$ cat src/common/lbox_pkg.sv
// constants shared by the letterbox line detector and its helpers
//
// What this block does
// - sum line luma, compare at line end
// - threshold field resets to 01100, scales content
// - top run needs six black lines
// - top count reported at 0x9B
// - default search starts with active video
// - start-line field, default 0100 is line 23
// - top window closes at field midpoint
// - bottom needs six lines, reported at 0x9D
// - bottom window from midpoint to end line
// - subtitle-split bottom block gives mid count 0x9C
// - no subtitle: mid count equals bottom count
// - counts appear two fields after measurement
// - count registers read-only, writes ignored
// - end-line field defaults 1101, last active line
package lbox_pkg;

	// widths of the datapath
	localparam int DATA_W    = 8;
	localparam int LINE_W    = 10;
	localparam int SUM_W     = 20;
	localparam int THR_SHIFT = 10;

	// register offsets on the serial register port
	localparam logic [7:0] OFS_COUNT_TOP    = 8'h9B;
	localparam logic [7:0] OFS_COUNT_MID    = 8'h9C;
	localparam logic [7:0] OFS_COUNT_BOTTOM = 8'h9D;
	localparam logic [7:0] OFS_THRESHOLD    = 8'hDC;
	localparam logic [7:0] OFS_WINDOW       = 8'hDD;

	// field positions inside the window register
	localparam int START_POS = 4;
	localparam int END_POS   = 0;

	// reset values
	localparam logic [4:0]        THRESHOLD_RST   = 5'h0C;
	localparam logic [3:0]        START_LINE_RST  = 4'h4;
	localparam logic [3:0]        END_LINE_RST    = 4'hD;
	localparam logic [LINE_W-1:0] FIELD_LINES_RST = 10'h106;

	// line arithmetic: start code 4 is line 23, end code 13 is the last line
	localparam logic [LINE_W-1:0] START_LINE_BASE = 10'h013;
	localparam logic [LINE_W-1:0] END_LINE_LAST   = 10'h00D;

	// run qualification
	localparam logic [7:0] MIN_RUN     = 8'h06;
	localparam logic [7:0] MID_MIN_RUN = 8'h02;

	// luma code of black; only content above it adds to the line sum
	localparam logic [7:0] BLACK_LEVEL = 8'h10;

endpackage : lbox_pkg

$ cat src/hw/line_luma_energy.sv
// per-line luminance accumulator and black-line classifier
`timescale 1ns/100ps
`default_nettype none
module line_luma_energy
(
	// clock and reset
	input  wire logic                      core_clk,
	input  wire logic                      srst,
	// video from the datapath
	input  wire logic [lbox_pkg::DATA_W-1:0] luma,
	input  wire logic                      active_pix,
	input  wire logic                      line_end,
	// control
	input  wire logic [4:0]                thr_code,
	// result
	output logic                           line_done,
	output logic                           line_black
);
	import lbox_pkg::*;

	logic [SUM_W-1:0] sum_ff;
	logic             done_ff;
	logic             black_ff;
	wire  [7:0]       mag;
	wire  [SUM_W-1:0] thr;
	wire              is_black;

	// only content above black counts, so sync tip and setup add nothing
	assign mag      = (luma > BLACK_LEVEL) ? 8'(luma - BLACK_LEVEL) : 8'h00;
	assign thr      = SUM_W'(thr_code) << THR_SHIFT;
	assign is_black = sum_ff < thr;

	// sum over active samples, judge and restart at line end
	always_ff @(posedge core_clk)
	begin
		if (srst || line_end)
			sum_ff <= '0;
		else if (active_pix)
			sum_ff <= sum_ff + SUM_W'(mag);
	end

	always_ff @(posedge core_clk)
	begin
		if (srst)
		begin
			done_ff  <= 1'b0;
			black_ff <= 1'b0;
		end
		else
		begin
			done_ff  <= line_end;
			black_ff <= line_end ? is_black : black_ff;
		end
	end

	assign line_done  = done_ff;
	assign line_black = black_ff;
endmodule : line_luma_energy
`default_nettype wire

$ cat src/hw/black_run_counter.sv
// counter of consecutive black lines inside a detection window
`timescale 1ns/100ps
`default_nettype none
module black_run_counter
(
	// clock and reset
	input  wire logic       core_clk,
	input  wire logic       srst,
	// control
	input  wire logic       clear,
	input  wire logic       step,
	input  wire logic       black,
	input  wire logic       hold_break,
	// result
	output logic [7:0]      run,
	output logic            qualified
);
	import lbox_pkg::*;

	logic [7:0] run_ff;
	logic       broken_ff;
	wire        grow;

	// a top run freezes at the first picture line; a bottom run restarts
	assign grow = step && black && !broken_ff && (run_ff != 8'hFF);

	always_ff @(posedge core_clk)
	begin
		if (srst || clear)
		begin
			run_ff    <= 8'h00;
			broken_ff <= 1'b0;
		end
		else if (step && !black)
		begin
			run_ff    <= hold_break ? run_ff : 8'h00;
			broken_ff <= hold_break;
		end
		else if (grow)
			run_ff <= run_ff + 8'h01;
	end

	assign run       = run_ff;
	assign qualified = run_ff >= MIN_RUN;
endmodule : black_run_counter
`default_nettype wire

$ cat src/hw/letterbox_line_detector.sv
// letterbox detector: line windows, run bookkeeping and register file
`timescale 1ns/100ps
`default_nettype none
module letterbox_line_detector
(
	// clock and reset
	input  wire logic                        core_clk,
	input  wire logic                        srst,
	// video and timing from the sync logic
	input  wire logic [lbox_pkg::DATA_W-1:0] luma,
	input  wire logic                        active_pix,
	input  wire logic                        line_end,
	input  wire logic                        field_start,
	// register port
	input  wire logic [7:0]                  reg_addr,
	input  wire logic                        reg_wr_en,
	input  wire logic                        reg_rd_en,
	input  wire logic [7:0]                  reg_wdata,
	output logic      [7:0]                  reg_rdata
);
	import lbox_pkg::*;

	// control fields
	logic [4:0]        thr_code_ff;
	logic [3:0]        start_code_ff;
	logic [3:0]        end_code_ff;

	// line bookkeeping
	logic [LINE_W-1:0] line_num_ff;
	logic [LINE_W-1:0] field_lines_ff;

	// subtitle block tracking inside the bottom window
	logic              blk_ok_ff;
	logic [7:0]        blk_len_ff;

	// first and second field stages of the reported counts
	logic [7:0]        top1_ff;
	logic [7:0]        mid1_ff;
	logic [7:0]        bot1_ff;
	logic [7:0]        lbox_count_top_ff;
	logic [7:0]        lbox_count_mid_ff;
	logic [7:0]        lbox_count_bottom_ff;

	// read data
	logic [7:0]        rdata_ff;

	// wires
	wire               line_done;
	wire               line_black;
	wire [7:0]         top_run;
	wire [7:0]         bot_run;
	wire               top_ok;
	wire               bot_ok;
	wire [LINE_W-1:0]  top_start;
	wire [LINE_W-1:0]  mid_line;
	wire [LINE_W-1:0]  bot_end;
	wire               in_top;
	wire               in_bot;
	wire               blk_confirm;
	wire [7:0]         top_meas;
	wire [7:0]         bot_meas;
	wire [7:0]         mid_meas;
	wire               wr_thr;
	wire               wr_win;
	wire [7:0]         rd_mux;

	// line classification
	line_luma_energy u_energy
	(
		.core_clk   (core_clk),
		.srst       (srst),
		.luma       (luma),
		.active_pix (active_pix),
		.line_end   (line_end),
		.thr_code   (thr_code_ff),
		.line_done  (line_done),
		.line_black (line_black)
	);

	// top run stops growing at the first picture line
	black_run_counter u_top_run
	(
		.core_clk   (core_clk),
		.srst       (srst),
		.clear      (field_start),
		.step       (in_top),
		.black      (line_black),
		.hold_break (1'b1),
		.run        (top_run),
		.qualified  (top_ok)
	);

	// bottom run restarts on every picture line, so it ends at the window end
	black_run_counter u_bot_run
	(
		.core_clk   (core_clk),
		.srst       (srst),
		.clear      (field_start),
		.step       (in_bot),
		.black      (line_black),
		.hold_break (1'b0),
		.run        (bot_run),
		.qualified  (bot_ok)
	);

	// window edges; line numbers count from 1 at field start
	assign top_start = START_LINE_BASE + LINE_W'(start_code_ff);
	assign mid_line  = field_lines_ff >> 1;
	assign bot_end   = field_lines_ff - (END_LINE_LAST - LINE_W'(end_code_ff));

	// a judged line falls into at most one window
	assign in_top = line_done && (line_num_ff >= top_start) && (line_num_ff < mid_line);
	assign in_bot = line_done && (line_num_ff >= mid_line) && (line_num_ff <= bot_end);

	// second black line of a run opens a block that may hold subtitles
	assign blk_confirm = in_bot && line_black && !blk_ok_ff
		&& (bot_run == MID_MIN_RUN - 8'h01);

	// measured values of the field that is ending
	assign top_meas = top_ok ? top_run : 8'h00;
	assign bot_meas = bot_ok ? bot_run : 8'h00;
	assign mid_meas = !bot_ok ? 8'h00 : (blk_ok_ff ? blk_len_ff : bot_run);

	// register decode; count registers take no writes
	assign wr_thr = reg_wr_en && (reg_addr == OFS_THRESHOLD);
	assign wr_win = reg_wr_en && (reg_addr == OFS_WINDOW);

	// read mux; unused bits and unmapped offsets read zero
	assign rd_mux = (reg_addr == OFS_COUNT_TOP)    ? lbox_count_top_ff :
	                (reg_addr == OFS_COUNT_MID)    ? lbox_count_mid_ff :
	                (reg_addr == OFS_COUNT_BOTTOM) ? lbox_count_bottom_ff :
	                (reg_addr == OFS_THRESHOLD)    ? {3'h0, thr_code_ff} :
	                (reg_addr == OFS_WINDOW)       ? {start_code_ff, end_code_ff} :
	                8'h00;

	// software control fields
	always_ff @(posedge core_clk)
	begin
		if (srst)
		begin
			thr_code_ff   <= THRESHOLD_RST;
			start_code_ff <= START_LINE_RST;
			end_code_ff   <= END_LINE_RST;
		end
		else
		begin
			if (wr_thr)
				thr_code_ff <= reg_wdata[4:0];
			if (wr_win)
			begin
				start_code_ff <= reg_wdata[START_POS +: 4];
				end_code_ff   <= reg_wdata[END_POS +: 4];
			end
		end
	end

	// line counter; field length is taken from the previous field
	always_ff @(posedge core_clk)
	begin
		if (srst)
		begin
			line_num_ff    <= LINE_W'(1);
			field_lines_ff <= FIELD_LINES_RST;
		end
		else if (field_start)
		begin
			line_num_ff    <= LINE_W'(1);
			field_lines_ff <= line_num_ff - LINE_W'(1);
		end
		else if (line_done && line_num_ff != '1)
			line_num_ff <= line_num_ff + LINE_W'(1);
	end

	// subtitle block length counts black and subtitle lines alike
	always_ff @(posedge core_clk)
	begin
		if (srst || field_start)
		begin
			blk_ok_ff  <= 1'b0;
			blk_len_ff <= 8'h00;
		end
		else if (blk_confirm)
		begin
			blk_ok_ff  <= 1'b1;
			blk_len_ff <= MID_MIN_RUN;
		end
		else if (in_bot && blk_ok_ff && blk_len_ff != 8'hFF)
			blk_len_ff <= blk_len_ff + 8'h01;
	end

	// two field boundaries separate a measurement from its report
	always_ff @(posedge core_clk)
	begin
		if (srst)
		begin
			top1_ff              <= 8'h00;
			mid1_ff              <= 8'h00;
			bot1_ff              <= 8'h00;
			lbox_count_top_ff    <= 8'h00;
			lbox_count_mid_ff    <= 8'h00;
			lbox_count_bottom_ff <= 8'h00;
		end
		else if (field_start)
		begin
			top1_ff              <= top_meas;
			mid1_ff              <= mid_meas;
			bot1_ff              <= bot_meas;
			lbox_count_top_ff    <= top1_ff;
			lbox_count_mid_ff    <= mid1_ff;
			lbox_count_bottom_ff <= bot1_ff;
		end
	end

	// read data holds until the next read
	always_ff @(posedge core_clk)
	begin
		if (srst)
			rdata_ff <= 8'h00;
		else if (reg_rd_en)
			rdata_ff <= rd_mux;
	end

	assign reg_rdata = rdata_ff;
endmodule : letterbox_line_detector
`default_nettype wire

$ cat config.mk
export PLATFORM = sky130hd
export DESIGN_NAME = letterbox_line_detector
export DESIGN_NICKNAME = d
export VERILOG_FILES = /design/src/common/lbox_pkg.sv /design/src/hw/line_luma_energy.sv /design/src/hw/black_run_counter.sv /design/src/hw/letterbox_line_detector.sv
export SDC_FILE = /design/constraint.sdc
export NUM_CORES = 1
export LEC_CHECK = 0
export ABC_CLOCK_PERIOD_IN_PS = 4400
export BUFFER_PORTS_ARGS = -buffer_cell sky130_fd_sc_hd__buf_2
export CAP_MARGIN = 20
export CORE_UTILIZATION = 35
export CTS_CLUSTER_SIZE = 24
export DETAILED_ROUTE_END_ITERATION = 8
export SYNTH_ARGS = -nofsm -noshare
export SYNTH_HDL_FRONTEND = slang
export SYNTH_HIERARCHICAL = 1
export SYNTH_SLANG_ARGS = --single-unit
$ cat constraint.sdc
create_clock -name core_clk -period 4.4 [get_ports core_clk]
set_clock_uncertainty 0.1 [all_clocks]
set_input_delay 0.88 -clock core_clk [delete_from_list [all_inputs] [get_ports core_clk]]
set_output_delay 0.88 -clock core_clk [all_outputs]
set_load 0.005 [all_outputs]
==> impl_metrics.py <==
metrics = {
    "outcome": {
        "outcome": "complete, no violations",
    },
    "sta": {
        "report.final.slew_viol_count": 0,
        "period_needed_ns": 4.22,
        "slew_headroom_pct": 52.4,
        "rsz0062_at_grt": "true",
        "setup_viol": 0,
        "period_share_pct": 95.9,
        "setup_slack_ns": 0.181,
        "hold_viol_final": 0,
        "worst-slew-pin-transition_ns": 0.714,
        "fmax_ghz": 0.237,
    },
    "critical_path": {
        "path_max_fanout": 4,
        "required_ns": 4.63,
        "rrSetupSlack_ns": 0.18,
        "path_class": "reg -> reg",
        "worst-r2r-cell-count": 15,
        "crit-reg2reg-capture": "u_bot_run/run[3]",
        "arrival_ns": 4.45,
        "r2r_start": "end_code_ff[3]",
        "cp-end-kind": "register",
        "start_kind": "register",
    },
    "finish": {
        "diodes": 0,
        "top_regs": "u_energy/sum_ff x20, field_lines_ff x10, line_num_ff x10",
        "drive_gt1_share_pct": 14.3,
        "layout_commonest_cell": "dfxtp_1",
        "post-route-util_pct": 41.8,
        "final_cell_mix": "135 x dfxtp_1, 105 x nor2_1, 65 x nand2_1, 53 x ha_1, 51 x a21oi_1",
        "design_area_um2": 9240,
        "area_delta_synth_final_pct": 15.7,
        "regMostFlops": "u_energy/sum_ff",
        "layout.nets": 1059,
        "largest_reg_flops": 20,
    },
    "floorplanning": {
        "die_h_um": 153,
        "die_x_um": 153,
        "start_util_pct": 36.1,
        "ios": 39,
        "die_area_um2": 23400,
        "rows": 54,
        "core_um2": 22100,
    },
    "placement": {
        "dp_slack_ns": -0.0508,
        "place_hpwl_mm": 13.5,
        "gp_congestion": 0.819,
        "placed_area_um2": 8460,
        "portBuffers": 38,
    },
    "clocking": {
        "cts_root_buf": "clkbuf_16",
        "ctsHoldBuffers": 0,
        "cts_max_path_buffers": 2,
        "numClockSinks": 138,
        "htreeDepth": 4,
        "insertion_delay_ns": 0.42,
        "clkTransAtPathRegs_ns": 0.07,
        "numCtsBuffers": 17,
        "cts_tree": "yes",
    },
    "yosys": {
        "synthArstFlopShare_pct": 0,
        "synthFlopType": "dfxtp_1",
        "synth_top_area_share_pct": 34.6,
        "ys_types": 77,
        "ys_warn_count": 6,
        "yosys.area.top_type": "dfxtp_1",
        "ys_top_cells_by_area": "dfxtp_1 35%, ha_1 8.9%, mux2i_1 5.5%, nor2_1 4.9%, a21oi_1 3.3%",
        "synth_edf_count": 0,
        "synth_seq_area_share_pct": 34.6,
        "synth_seq_cells": 138,
        "syn_avg_cell_area_um2": 8.60,
        "synth_cells": 928,
        "synth_area_um2": 7990,
    },
    "power": {
        "pwr-share-clk_pct": 49.4,
        "power.internal_mw": 2.25,
        "p_sw_share_pct": 26.5,
        "seqPwrFrac_pct": 41.8,
        "p_leak_nw": 3.65,
        "p_per_area_nw_per_um2": 331,
        "power_mw": 3.06,
        "power.share.combinational_pct": 8.8,
        "ir_drop_mv": 0.240,
        "power.switching_uw": 811,
    },
    "min_path": {
        "hp-start": "mid1_ff[5]",
        "min_path_cells": 2,
        "hp-class": "reg -> reg",
        "hold_path_end": "mid1_ff[5]",
    },
    "grt": {
        "grt_pass1_wl_mm": 31.9,
        "gr-usage-all-layers_pct": 16.6,
        "gr-total-overflow": 0,
        "antenna_found_initial": 0,
        "grt_max_degree": 68,
        "grt_pass1_vias": 6302,
    },
    "routing": {
        "vias": 6640,
        "vias_per_cell": 5.26,
        "drtAntennaViolNets": 0,
        "drc": 0,
        "finalWirelength_mm": 18.7,
        "drt-initial-drc-count": 408,
        "routedWlPerCell_um": 14.8,
        "drtPass1Iterations": 7,
    },
    "run": {
        "drv_cap": 0,
    },
}
==> synthesized netlist by cell type, drive strengths merged (20+ instances only) <==
cell type	n
a21oi	54
clkbuf	36
dfxtp	138
ha	57
inv	42
mux2i	44
nand2	65
nand3	40
nand4	20
nor2	105
nor2b	20
nor3	20
o21ai	34
xnor2	22
==> worst max-delay path, stage by stage (launching register included) <==
cell and delay [ns]:
dfxtp_2 0.40, nand3_2 0.16, buf_4 0.19, ha_1 0.33
and3_1 0.17, a2111oi_1 0.42, and3_4 0.26, ha_4 0.20
nand4_1 0.12, a211oi_2 0.04, a2111o_1 0.46, a221oi_4 0.38
nand3b_1 0.22, a31oi_2 0.23, a41oi_2 0.15, a311oi_2 0.28
==> routing by layer <==
metal  share of wire [%]  routed length (um)  global-route usage [%]
met5                   0                   0                       0
met4                0.78                 145                    4.47
met3                 3.2                 600                    3.54
met2                  45                8490                    25.9
met1                  51                9450                    23.1
==> area by class of cell <==
type,instances,area (um^2)
sequential,138,2770
timing repair buffer,54,310
tap,280,350
clock buffer,17,425
inverter,42,158
fill,2211,12900
clock inverter,15,196
multi-input combinational,716,5030
==> what timing repair did <==
item / CTS / global route
setup buffers: 3 / 2
gates resized for setup: 4 / 23
pin swaps: 4 / 8
endpoints found under the setup margin: 2 / 17
==> how the worst max path moves through the flow <==
stage	startpoint	end	slack [ns]	depth (start not counted)
global placement	end_code_ff[1]	u_bot_run/run[2]	0.09	16
global route	end_code_ff[1]	u_bot_run/run[3]	-0.04	17
CTS	end_code_ff[3]	u_bot_run/run[2]	0.02	15
floorplan	end_code_ff[1]	u_bot_run/run[3]	0.20	15
finish	end_code_ff[3]	u_bot_run/run[3]	0.18	15
detailed placement	end_code_ff[1]	u_bot_run/run[3]	-0.05	15
==> logic make-up (layout without fill, tap and decap cells) <==
logic type,Yosys count,after routing,share of synthesized area (%)
buffers and inverters,82,128,4.17
AOI/OAI and AO/OA,198,198,18.1
muxes,47,47,5.94
other,2,10,0.0940
adders and majority gates,59,59,9.43
and+or+nand+nor,366,366,23.8
DFF,138,138,34.6
xor gates and xnor gates,36,36,3.95
==> power groups by stage <==
stage,clock network (mW),logic [mW],registers (mW)
2_1_floorplan,0,0.187,1.30
3_3_place_gp,0,0.249,1.31
3_5_place_dp,0,0.254,1.31
4_1_cts,1.54,0.257,1.28
5_1_grt,1.60,0.304,1.28
6_report,1.51,0.268,1.28
==> per-stage QoR <==
stage	setup TNS, ns	instances	hold slack [ns]
global route	-0.0444	1262	0.402
finish	0	1262	0.358
CTS	0	1259	0.361
floorplan	0	936	0.325
detailed placement	-0.0785	1224	0.350
global placement	0	1224	0.340
(Power assumes the default switching activity.)
